[config.mk]
export PLATFORM = sky130hd
export DESIGN_NAME = dual_programmable_timer
export DESIGN_NICKNAME = d
export VERILOG_FILES = /design/src/design/dual_programmable_timer.v
export VERILOG_INCLUDE_DIRS = /design/src /design/src/design
export SDC_FILE = /design/constraint.sdc
export NUM_CORES = 1
export LEC_CHECK = 0
export ABC_CLOCK_PERIOD_IN_PS = 3580
export BUFFER_PORTS_ARGS = -buffer_cell sky130_fd_sc_hd__clkbuf_2
export CAP_MARGIN = 20
export CELL_PAD_IN_SITES_DETAIL_PLACEMENT = 0
export CELL_PAD_IN_SITES_GLOBAL_PLACEMENT = 1
export CORE_MARGIN = 2
export CORE_UTILIZATION = 40
export CTS_BUF_LIST = sky130_fd_sc_hd__clkbuf_4
export CTS_CLUSTER_SIZE = 16
export DETAILED_ROUTE_END_ITERATION = 16
export PLACE_DENSITY_LB_ADDON = 0.3
export SLEW_MARGIN = 20
export SYNTH_ARGS = -nofsm -noshare
export SYNTH_HDL_FRONTEND = slang
export SYNTH_SLANG_ARGS = --single-unit
[constraint.sdc]
create_clock -name clk -period 3.58 [get_ports clk]
set_clock_uncertainty 0.2 [all_clocks]
set_input_delay 0.716 -clock clk [delete_from_list [all_inputs] [get_ports clk]]
set_output_delay 0.716 -clock clk [all_outputs]
set_load 0.01 [all_outputs]
[src/design/dual_timer_map.vh]
`ifndef DUAL_TIMER_MAP_VH
`define DUAL_TIMER_MAP_VH

// register indices; byte address is four times the index
`define IDX_EVCFG     16'hFFC0
`define IDX_CLKOUT    16'hFFC1
`define IDX_T0CTRL    16'hFFC2
`define IDX_T1CTRL    16'hFFC3
`define IDX_T0RLD_LO  16'hFFC4
`define IDX_T0RLD_HI  16'hFFC5
`define IDX_T1RLD_LO  16'hFFC6
`define IDX_T1RLD_HI  16'hFFC7
`define IDX_T0CNT_LO  16'hFFC8
`define IDX_T0CNT_HI  16'hFFC9
`define IDX_T1CNT_LO  16'hFFCA
`define IDX_T1CNT_HI  16'hFFCB
`define IDX_IRQ_EN    16'hFFE2
`define IDX_IRQ_FLAG  16'hFFF2

// timer0_event_config fields
`define EV_POL_BIT    0
`define EV_NOISE_BIT  1
`define EV_MODE_BIT   2
// clock_source_and_output_ctrl fields
`define CO_PRESCALER0_SOURCE_SELECT_BIT 0
`define CO_PRESCALER1_SOURCE_SELECT_BIT 1
`define CO_OE_BIT     2
`define CO_OUTPUT_CHANNEL_SELECT_BIT  3
// timerN_control fields
`define TC_RUN_BIT    0
`define TC_PRESET_BIT 1
`define TC_DIV_LO     2
`define TC_DIV_HI     3

// division ratio codes
`define DIV_BY_1      2'h0
`define DIV_BY_4      2'h1
`define DIV_BY_32     2'h2
`define DIV_BY_256    2'h3

// reset values
`define RST_NIBBLE    4'h0
`define RST_BYTE      8'h00

// axi responses
`define RESP_OKAY     2'h0
`define RESP_SLVERR   2'h2

`endif

[src/design/dual_programmable_timer.v]
// Contract
// - prescaler source bit 0 picks low-speed clock, 1 picks high-speed, one bit per timer
// - in event mode timer 0 ignores its source and divide bits
// - divide code 11 gives /256, 10 /32, 01 /4, 00 /1
// - timer 0 counts external pulses when mode bit is 1, prescaled clock when 0
// - noise rejecter accepts a level change at second 2048 Hz falling edge
// - rejecter bit 0 counts pin directly; bit matters only in event mode
// - event edge: falling when polarity bit 0, rising when 1
// - counter counts down from reload; reload on preset write and on underflow
// - reading low count nibble latches high nibble for later read
// - count nibbles are read-only; writes ignored
// - preset loads reload; running timer keeps counting, stopped timer holds
// - preset bits are write-only, read as 0, writing 0 does nothing
// - run bit 1 counts, 0 stops and holds; counting resumes from held value
// - channel select 0 routes timer 0 underflows to output, 1 timer 1
// - output enable 1 drives output signal on pin, 0 holds pin high
// - interrupt mask bit 1 enables, 0 masks, per timer
// - reset clears control, select, mask bits, reload and count values
// - flag set on every underflow even masked; write 1 clears, 0 ignored
// - run/stop acts at next input clock tick; run bit reads 1 until stopped
//
// Design decision made here: register access over AXI4-Lite.
`timescale 1ns/1ns
`include "dual_timer_map.vh"

module dual_programmable_timer #(
	parameter ADDR_W = 18
) (
	// clock and reset
	input  wire              clk,
	input  wire              sys_rst,
	// axi4-lite write address and data
	input  wire [ADDR_W-1:0] s_axi_awaddr,
	input  wire              s_axi_awvalid,
	output wire              s_axi_awready,
	input  wire [31:0]       s_axi_wdata,
	input  wire [3:0]        s_axi_wstrb,
	input  wire              s_axi_wvalid,
	output wire              s_axi_wready,
	// axi4-lite write response
	output reg  [1:0]        s_axi_bresp,
	output reg               s_axi_bvalid,
	input  wire              s_axi_bready,
	// axi4-lite read
	input  wire [ADDR_W-1:0] s_axi_araddr,
	input  wire              s_axi_arvalid,
	output wire              s_axi_arready,
	output reg  [31:0]       s_axi_rdata,
	output reg  [1:0]        s_axi_rresp,
	output reg               s_axi_rvalid,
	input  wire              s_axi_rready,
	// oscillator and event inputs, sampled on clk
	input  wire              low_speed_clock,
	input  wire              high_speed_clock,
	input  wire              rejecter_clock_2048hz,
	input  wire              event_input_pin,
	// outputs
	output reg               timer_output_signal,
	output reg               shared_output_pin,
	output wire              timer0_irq,
	output wire              timer1_irq
);

	// ********************************
	// helper functions
	// ********************************

	// prescaler tick for a given division code
	function psc_tick;
		input [7:0] cnt;
		input [1:0] div;
		begin
			case (div)
				`DIV_BY_1:   psc_tick = 1'b1;
				`DIV_BY_4:   psc_tick = (cnt[1:0] == 2'h3);
				`DIV_BY_32:  psc_tick = (cnt[4:0] == 5'h1F);
				default:     psc_tick = (cnt == 8'hFF);
			endcase
		end
	endfunction

	// word-aligned index decode
	function [15:0] addr_idx;
		input [ADDR_W-1:0] a;
		begin
			addr_idx = a[17:2];
		end
	endfunction

	// ********************************
	// register state
	// ********************************

	reg        ev_mode_r;
	reg        ev_noise_r;
	reg        ev_pol_r;
	reg  [1:0] cksel_r;
	reg        out_en_r;
	reg        output_channel_select_r;
	reg  [1:0] div0_r;
	reg  [1:0] div1_r;
	reg  [1:0] run_req_r;
	reg  [1:0] run_act_r;
	reg  [7:0] rld0_r;
	reg  [7:0] rld1_r;
	reg  [7:0] cnt0_r;
	reg  [7:0] cnt1_r;
	reg  [3:0] hold0_r;
	reg  [3:0] hold1_r;
	reg  [1:0] irq_en_r;
	reg  [1:0] irq_flag_r;

	// ********************************
	// axi4-lite slave
	// ********************************

	reg                aw_full_r;
	reg  [ADDR_W-1:0]  aw_addr_r;
	reg                w_full_r;
	reg  [31:0]        w_data_r;
	reg  [3:0]         w_strb_r;
	wire               do_wr;
	wire               wr_lane;
	wire [15:0]        wr_idx;
	wire [3:0]         wd;
	wire               ar_go;
	wire [15:0]        rd_idx;
	reg  [3:0]         rd_nib;
	reg                rd_hit;
	reg                wr_hit;

	// one write at a time: hold both halves until the response leaves
	assign s_axi_awready = ~aw_full_r & ~s_axi_bvalid;
	assign s_axi_wready  = ~w_full_r & ~s_axi_bvalid;
	assign do_wr         = aw_full_r & w_full_r & ~s_axi_bvalid;
	assign wr_idx        = addr_idx(aw_addr_r);
	assign wr_lane       = w_strb_r[0] & (aw_addr_r[1:0] == 2'h0);
	assign wd            = w_data_r[3:0];
	assign s_axi_arready = ~s_axi_rvalid;
	assign ar_go         = s_axi_arvalid & s_axi_arready;
	assign rd_idx        = addr_idx(s_axi_araddr);

	// write channel capture and response
	always @(posedge clk) begin
		if (sys_rst) begin
			aw_full_r    <= 1'b0;
			aw_addr_r    <= {ADDR_W{1'b0}};
			w_full_r     <= 1'b0;
			w_data_r     <= 32'h00000000;
			w_strb_r     <= 4'h0;
			s_axi_bvalid <= 1'b0;
			s_axi_bresp  <= `RESP_OKAY;
		end else begin
			if (s_axi_awvalid & s_axi_awready) begin
				aw_full_r <= 1'b1;
				aw_addr_r <= s_axi_awaddr;
			end
			if (s_axi_wvalid & s_axi_wready) begin
				w_full_r <= 1'b1;
				w_data_r <= s_axi_wdata;
				w_strb_r <= s_axi_wstrb;
			end
			if (do_wr) begin
				aw_full_r    <= 1'b0;
				w_full_r     <= 1'b0;
				s_axi_bvalid <= 1'b1;
				s_axi_bresp  <= wr_hit ? `RESP_OKAY : `RESP_SLVERR;
			end else if (s_axi_bvalid & s_axi_bready) begin
				s_axi_bvalid <= 1'b0;
			end
		end
	end

	// write address decode; count nibbles are known but take no data
	always @* begin
		case (wr_idx)
			`IDX_EVCFG, `IDX_CLKOUT, `IDX_T0CTRL, `IDX_T1CTRL,
			`IDX_T0RLD_LO, `IDX_T0RLD_HI, `IDX_T1RLD_LO, `IDX_T1RLD_HI,
			`IDX_T0CNT_LO, `IDX_T0CNT_HI, `IDX_T1CNT_LO, `IDX_T1CNT_HI,
			`IDX_IRQ_EN, `IDX_IRQ_FLAG: wr_hit = (aw_addr_r[1:0] == 2'h0);
			default:                    wr_hit = 1'b0;
		endcase
	end

	// read mux; preset bits and unused bits read as zero
	always @* begin
		rd_hit = 1'b1;
		case (rd_idx)
			`IDX_EVCFG:    rd_nib = {1'b0, ev_mode_r, ev_noise_r, ev_pol_r};
			`IDX_CLKOUT:   rd_nib = {output_channel_select_r, out_en_r, cksel_r};
			`IDX_T0CTRL:   rd_nib = {div0_r, 1'b0, run_req_r[0] | run_act_r[0]};
			`IDX_T1CTRL:   rd_nib = {div1_r, 1'b0, run_req_r[1] | run_act_r[1]};
			`IDX_T0RLD_LO: rd_nib = rld0_r[3:0];
			`IDX_T0RLD_HI: rd_nib = rld0_r[7:4];
			`IDX_T1RLD_LO: rd_nib = rld1_r[3:0];
			`IDX_T1RLD_HI: rd_nib = rld1_r[7:4];
			`IDX_T0CNT_LO: rd_nib = cnt0_r[3:0];
			`IDX_T0CNT_HI: rd_nib = hold0_r;
			`IDX_T1CNT_LO: rd_nib = cnt1_r[3:0];
			`IDX_T1CNT_HI: rd_nib = hold1_r;
			`IDX_IRQ_EN:   rd_nib = {2'h0, irq_en_r};
			`IDX_IRQ_FLAG: rd_nib = {2'h0, irq_flag_r};
			default: begin
				rd_nib = 4'h0;
				rd_hit = 1'b0;
			end
		endcase
		if (s_axi_araddr[1:0] != 2'h0)
			rd_hit = 1'b0;
	end

	// read answer one cycle after the address is taken
	always @(posedge clk) begin
		if (sys_rst) begin
			s_axi_rvalid <= 1'b0;
			s_axi_rdata  <= 32'h00000000;
			s_axi_rresp  <= `RESP_OKAY;
		end else if (ar_go) begin
			s_axi_rvalid <= 1'b1;
			s_axi_rdata  <= {28'h0000000, rd_hit ? rd_nib : 4'h0};
			s_axi_rresp  <= rd_hit ? `RESP_OKAY : `RESP_SLVERR;
		end else if (s_axi_rready) begin
			s_axi_rvalid <= 1'b0;
		end
	end

	// ********************************
	// clock sources and prescalers
	// ********************************

	reg        ls_prev_r;
	reg        hs_prev_r;
	reg  [7:0] psc0_r;
	reg  [7:0] psc1_r;
	wire       ls_fall;
	wire       hs_fall;
	wire [1:0] src_fall;
	wire [1:0] tick;

	assign ls_fall     = ls_prev_r & ~low_speed_clock;
	assign hs_fall     = hs_prev_r & ~high_speed_clock;
	assign src_fall[0] = cksel_r[0] ? hs_fall : ls_fall;
	assign src_fall[1] = cksel_r[1] ? hs_fall : ls_fall;
	assign tick[1]     = src_fall[1] & psc_tick(psc1_r, div1_r);

	// free dividers advance on falling edges of their chosen source
	always @(posedge clk) begin
		if (sys_rst) begin
			ls_prev_r <= 1'b0;
			hs_prev_r <= 1'b0;
			psc0_r    <= `RST_BYTE;
			psc1_r    <= `RST_BYTE;
		end else begin
			ls_prev_r <= low_speed_clock;
			hs_prev_r <= high_speed_clock;
			if (src_fall[0])
				psc0_r <= psc0_r + 8'h01;
			if (src_fall[1])
				psc1_r <= psc1_r + 8'h01;
		end
	end

	// ********************************
	// event input path of timer 0
	// ********************************

	reg  rj_prev_r;
	reg  filt_r;
	reg  pend_r;
	reg  ev_prev_r;
	wire rj_fall;
	wire ev_level;
	wire ev_edge;

	assign rj_fall  = rj_prev_r & ~rejecter_clock_2048hz;
	assign ev_level = ev_noise_r ? filt_r : event_input_pin;
	assign ev_edge  = ev_pol_r ? (~ev_prev_r & ev_level)
	                           : (ev_prev_r & ~ev_level);
	// mode bit picks event edges, so source and divide bits drop out
	assign tick[0]  = ev_mode_r ? ev_edge
	                            : (src_fall[0] & psc_tick(psc0_r, div0_r));

	// a changed level must persist across two rejecter falling edges
	always @(posedge clk) begin
		if (sys_rst) begin
			rj_prev_r <= 1'b0;
			filt_r    <= 1'b0;
			pend_r    <= 1'b0;
			ev_prev_r <= 1'b0;
		end else begin
			rj_prev_r <= rejecter_clock_2048hz;
			ev_prev_r <= ev_level;
			if (rj_fall) begin
				if (event_input_pin != filt_r) begin
					pend_r <= ~pend_r;
					if (pend_r)
						filt_r <= event_input_pin;
				end else begin
					pend_r <= 1'b0;
				end
			end
		end
	end

	// ********************************
	// counters
	// ********************************

	wire [1:0] preset_wr;
	wire [1:0] uf;

	assign preset_wr[0] = do_wr & wr_lane & (wr_idx == `IDX_T0CTRL) & wd[`TC_PRESET_BIT];
	assign preset_wr[1] = do_wr & wr_lane & (wr_idx == `IDX_T1CTRL) & wd[`TC_PRESET_BIT];
	// underflow: a live tick that finds the counter at zero
	assign uf[0] = tick[0] & run_act_r[0] & (cnt0_r == 8'h00) & ~preset_wr[0];
	assign uf[1] = tick[1] & run_act_r[1] & (cnt1_r == 8'h00) & ~preset_wr[1];

	// run state follows the request only on a tick, after the decrement
	always @(posedge clk) begin
		if (sys_rst) begin
			run_act_r <= 2'h0;
			cnt0_r    <= `RST_BYTE;
			cnt1_r    <= `RST_BYTE;
		end else begin
			if (tick[0])
				run_act_r[0] <= run_req_r[0];
			if (tick[1])
				run_act_r[1] <= run_req_r[1];
			if (preset_wr[0])
				cnt0_r <= rld0_r;
			else if (uf[0])
				cnt0_r <= rld0_r;
			else if (tick[0] & run_act_r[0])
				cnt0_r <= cnt0_r - 8'h01;
			if (preset_wr[1])
				cnt1_r <= rld1_r;
			else if (uf[1])
				cnt1_r <= rld1_r;
			else if (tick[1] & run_act_r[1])
				cnt1_r <= cnt1_r - 8'h01;
		end
	end

	// ********************************
	// software-written registers
	// ********************************

	// writes to count nibbles fall through with no effect
	always @(posedge clk) begin
		if (sys_rst) begin
			ev_mode_r  <= 1'b0;
			ev_noise_r <= 1'b0;
			ev_pol_r   <= 1'b0;
			cksel_r    <= 2'h0;
			out_en_r   <= 1'b0;
			output_channel_select_r    <= 1'b0;
			div0_r     <= `DIV_BY_1;
			div1_r     <= `DIV_BY_1;
			run_req_r  <= 2'h0;
			rld0_r     <= `RST_BYTE;
			rld1_r     <= `RST_BYTE;
			irq_en_r   <= 2'h0;
		end else if (do_wr & wr_lane) begin
			case (wr_idx)
				`IDX_EVCFG: begin
					ev_mode_r  <= wd[`EV_MODE_BIT];
					ev_noise_r <= wd[`EV_NOISE_BIT];
					ev_pol_r   <= wd[`EV_POL_BIT];
				end
				`IDX_CLKOUT: begin
					cksel_r  <= {wd[`CO_PRESCALER1_SOURCE_SELECT_BIT], wd[`CO_PRESCALER0_SOURCE_SELECT_BIT]};
					out_en_r <= wd[`CO_OE_BIT];
					output_channel_select_r  <= wd[`CO_OUTPUT_CHANNEL_SELECT_BIT];
				end
				`IDX_T0CTRL: begin
					div0_r       <= wd[`TC_DIV_HI:`TC_DIV_LO];
					run_req_r[0] <= wd[`TC_RUN_BIT];
				end
				`IDX_T1CTRL: begin
					div1_r       <= wd[`TC_DIV_HI:`TC_DIV_LO];
					run_req_r[1] <= wd[`TC_RUN_BIT];
				end
				`IDX_T0RLD_LO: rld0_r[3:0] <= wd;
				`IDX_T0RLD_HI: rld0_r[7:4] <= wd;
				`IDX_T1RLD_LO: rld1_r[3:0] <= wd;
				`IDX_T1RLD_HI: rld1_r[7:4] <= wd;
				`IDX_IRQ_EN:   irq_en_r    <= wd[1:0];
				default: ;
			endcase
		end
	end

	// ********************************
	// readback latch, flags and output
	// ********************************

	wire [1:0] flag_clr;
	wire       sel_uf;

	assign flag_clr = (do_wr & wr_lane & (wr_idx == `IDX_IRQ_FLAG)) ? wd[1:0] : 2'h0;
	assign sel_uf   = output_channel_select_r ? uf[1] : uf[0];

	// low-nibble read freezes the matching high nibble
	always @(posedge clk) begin
		if (sys_rst) begin
			hold0_r <= `RST_NIBBLE;
			hold1_r <= `RST_NIBBLE;
		end else if (ar_go & rd_hit) begin
			if (rd_idx == `IDX_T0CNT_LO)
				hold0_r <= cnt0_r[7:4];
			if (rd_idx == `IDX_T1CNT_LO)
				hold1_r <= cnt1_r[7:4];
		end
	end

	// underflow sets win over a same-cycle clear
	always @(posedge clk) begin
		if (sys_rst)
			irq_flag_r <= 2'h0;
		else
			irq_flag_r <= (irq_flag_r & ~flag_clr) | uf;
	end

	// toggle on each selected underflow; pin idles high when disabled
	always @(posedge clk) begin
		if (sys_rst) begin
			timer_output_signal <= 1'b0;
			shared_output_pin   <= 1'b1;
		end else begin
			if (sel_uf)
				timer_output_signal <= ~timer_output_signal;
			shared_output_pin <= out_en_r ? timer_output_signal : 1'b1;
		end
	end

	// requests are plain levels toward the cpu
	assign timer0_irq = irq_flag_r[0] & irq_en_r[0];
	assign timer1_irq = irq_flag_r[1] & irq_en_r[1];

endmodule // dual_programmable_timer

==> impl_summary.log <==
INFO  metric path_delay_family = compound AO/OA/AOI/OAI gates
INFO  metric insertion_delay = 0.54 ns
INFO  metric die_h = 126 um
INFO  metric setup.worst_path.end_class = register
INFO  metric holdCritPathClass = primary input to register
INFO  metric detailroute.via_count = 5140
INFO  metric final_area = 6530 sq um
INFO  metric cts_num_sinks = roughly 120
INFO  metric seq_area_frac_synth = 38.8%
INFO  metric worstSetupStartpointType = register
INFO  metric dpl-instance-area = 6320 sq um
INFO  metric timing.critical_path.slowest_stage_cell = sky130_fd_sc_hd__dfxtp_1
INFO  metric detailed_place_hpwl = 11300 um
INFO  metric drive_above_1_share = 16.8%
INFO  metric netlist.area_leader.share = about two fifths
INFO  metric leading_cell_type_in_the_layout_fill_and_taps_excluded = sky130_fd_sc_hd__dfxtp_1
INFO  metric detailedRoute.firstIterationViolations = 313
INFO  metric drt-pass1-iter-count = 5
INFO  metric share_of_power_burned_in_registers = 58.4%
INFO  metric critPathMaxStageDelay = 0.39 ns
INFO  metric layout.cells.most_common_list = sky130_fd_sc_hd__dfxtp_1, sky130_fd_sc_hd__nand2_1, sky130_fd_sc_hd__nor2_1
INFO  metric combPwrFrac = under 10%
INFO  metric cts_made_buffers = 17
INFO  metric final-instance-count-excl-fill = between 900 and 1000
INFO  metric vdd_drop_max = 0.199 mV
INFO  metric run_status = finished clean
INFO  metric swShare = between 20% and 30%
INFO  metric power_per_cell_area = 353 nW/um^2
INFO  metric post-route-period-util = 79.5%
INFO  metric total_leakage_power = 2.54 nW
INFO  metric initial_core_utilization = 41.0%
INFO  metric data_arrival_critical_path = 3.08 ns
INFO  metric crit-reg2reg-launch = psc0_r[0]
INFO  metric grt_start_max_net_pins = 58
INFO  metric cp_data_required_time = ~3.8 ns
INFO  metric antenna_violations_before_repair = 0
INFO  metric detail_route.wl_per_cell = ~16 um
INFO  metric cts-resized-gates = 0
INFO  metric cts_hold_repair.buffers = 0
INFO  metric detail_route.wirelength = ~15000 um
INFO  metric finalCriticalPeriod = roughly 2.8 ns
INFO  metric synthArstFlopShare = 0%
INFO  metric clock_tree.buffer_depth = 2
INFO  metric clk_root_buffer_cell = sky130_fd_sc_hd__clkbuf_4
INFO  metric num-fill-cells = 1478
INFO  metric finalHoldViolations = 0
INFO  metric design.die.area = 15900 sq um
INFO  metric io_buffer_count = 66
INFO  metric max_freq = 351 MHz
INFO  metric path_buf_inv = 0
INFO  metric antenna_cells_inserted = 0
INFO  metric tritoncts = done
INFO  metric synth_edf_count = 0
INFO  metric die_width = 126 um
INFO  metric grt_pass1_vias = 4940
INFO  metric mapped_cells = around 700
INFO  metric finalSetupViolCount = 0
INFO  metric path_max_fanout = 10
INFO  metric grtUsageTotal = 20.0%
INFO  metric register_area = 2320 sq um
INFO  metric netlist_area = 5980 sq um
INFO  metric path_clk_slew = 0.10 ns
INFO  metric timing.setup.tns = 0 ns
INFO  metric dominantRegCellSynth = sky130_fd_sc_hd__dfxtp_1
INFO  metric slew_violations = 0
INFO  metric number_of_different_library_cells_in_the_post_synthesis_netlist = 80
INFO  metric synthesis.yosys.warnings = 0
INFO  metric cts_setup_buffers = 0
INFO  metric total_power = around 2.3 mW
INFO  metric synth-seq-cells = 116
INFO  metric p_clk_share = 33.1%
INFO  metric area_growth_from_synthesis_to_layout = 9.08%
INFO  metric internal-power = 1.68 mW
INFO  metric detail_route.drc_violations = 0
INFO  metric placement_rows = 44
INFO  metric worst_pin_slew = around 0.68 ns
INFO  metric syn_area_per_cell = 8.35 sq um
INFO  metric final_stage_net_count = 863
INFO  metric slew_headroom = 54.5%
INFO  metric worstSetupPathType = register to register
INFO  metric synth_area_leader_cell = sky130_fd_sc_hd__dfxtp_1
INFO  metric clock_tree.htree_level_count = 4
INFO  metric viasPerCell = 5.30
INFO  metric sw_pwr = 0.623 mW
INFO  metric number_of_placed_cells_counting_well_taps = approximately 940
INFO  metric startpoint_of_the_worst_setup_timing_path = psc0_r[0]
INFO  metric place_congestion = ~0.87
INFO  metric ant_nets = 0
INFO  metric multi_input_area = 3310 sq um
INFO  metric i_o_pins = around 130
INFO  metric crit_chain = ha_1, and3_1, ha_1, nor3b_1, a211oi_2, a32oi_4, o21bai_4, mux2_2, a32o_1
INFO  metric max-cap-violations = 0
INFO  metric unrepaired_setup_endpoints_after_global_routing = false
INFO  metric yosys-top-cells-area = sky130_fd_sc_hd__dfxtp_1, sky130_fd_sc_hd__mux2i_1, sky130_fd_sc_hd__nand2_1
INFO  metric globalRoute.totalOverflow = 0
INFO  metric hold_path_startpoint = s_axi_rready
INFO  metric wire_length_of_the_first_global_routing_pass = roughly 25000 um
INFO  metric core_area = 14600 sq um
INFO  metric path_common_cell = sky130_fd_sc_hd__ha_1
-- final cells by class --
type                       count  share of cell area (%)
tap                          184                    3.53
timing repair buffer          73                    5.91
multi-input combinational    547                    50.7
clock buffer                  22                    2.53
sequential                   116                    35.6
clock inverter                 9                   0.614
inverter                      19                    1.09
-- cell usage after synthesis, types with 3 or more instances --
library cell,number
sky130_fd_sc_hd__xnor2_1,3
sky130_fd_sc_hd__nand2_1,91
sky130_fd_sc_hd__nand4_1,14
sky130_fd_sc_hd__nand3b_1,7
sky130_fd_sc_hd__dfxtp_1,116
sky130_fd_sc_hd__o211ai_1,5
sky130_fd_sc_hd__nor3b_1,4
sky130_fd_sc_hd__mux2_2,8
sky130_fd_sc_hd__ha_1,6
sky130_fd_sc_hd__nand3_1,36
sky130_fd_sc_hd__a211o_1,3
sky130_fd_sc_hd__xor2_1,10
sky130_fd_sc_hd__nand2b_1,10
sky130_fd_sc_hd__or3_1,4
sky130_fd_sc_hd__buf_4,30
sky130_fd_sc_hd__a31oi_1,7
sky130_fd_sc_hd__and2_1,3
sky130_fd_sc_hd__and3_1,11
sky130_fd_sc_hd__inv_1,19
sky130_fd_sc_hd__buf_2,4
sky130_fd_sc_hd__a22oi_1,5
sky130_fd_sc_hd__buf_1,3
sky130_fd_sc_hd__nor2b_1,10
sky130_fd_sc_hd__a21oi_1,59
sky130_fd_sc_hd__clkbuf_1,22
sky130_fd_sc_hd__mux2i_1,42
sky130_fd_sc_hd__buf_6,3
sky130_fd_sc_hd__a32o_1,4
sky130_fd_sc_hd__nor2_1,80
sky130_fd_sc_hd__and4_1,6
sky130_fd_sc_hd__nor3_2,3
sky130_fd_sc_hd__o21ai_0,18
sky130_fd_sc_hd__nor3_1,11
-- path summary, 6_finish.rpt --
path / endpoint / slack (ns) / cells after the start
max reg2reg: cnt0_r[6] / 0.73 / 9
min: s_axi_rvalid / 0.15 / 2
min reg2reg: aw_addr_r[11] / 0.26 / 2
max: cnt0_r[6] / 0.73 / 9
-- registers in the layout (all words and copies together), names as in the netlist, 8 cells and up --
register,flops
rld0_r,8
cnt1_r,8
cnt0_r,8
psc0_r,8
rld1_r,8
psc1_r,8
aw_addr_r,18
-- power by group through the flow --
stage | combinational (mW) | sequential [mW] | clock [mW]
after CTS | 0.197 | 1.35 | 0.792
final | 0.196 | 1.34 | 0.762
after global routing | 0.220 | 1.35 | 0.847
after floorplan | 0.167 | 1.36 | 0
after detailed placement | 0.196 | 1.37 | 0
after global placement | 0.192 | 1.37 | 0
-- cell families (layout without fill, tap and decap cells) --
kind of cell               count (synthesis)  after routing  synth area share [%]
and+or+nand+nor                          317            317                  27.3
AOI/OAI and AO/OA                        131            131                  14.5
DFF                                      116            116                  38.8
buffers and inverters                     82            123                  7.66
muxes                                     50             50                  8.53
xor gates and xnor gates                  13             13                  1.90
adders and majority gates                  6              6                  1.25
other                                      1             30                0.0627
-- layer usage --
layer / global-route usage [%] / part of all wire (%)
met3: 4.26 / 5.2
met2: 31.5 / 45
met5: 0 / 0
met1: 26.5 / 47
met4: 8.66 / 2.5
-- per-stage QoR --
stage | hold slack [ns] | utilization (%) | setup slack, ns
floorplan | 0.193 | - | 1.11
global placement | 0.242 | 43.3 | 0.778
detailed placement | 0.245 | 43.3 | 0.695
CTS | 0.104 | 44.7 | 0.750
global route | 0.129 | 44.7 | 0.612
finish | 0.155 | 44.7 | 0.732
No activity file was read; power rests on OpenSTA's default activity.
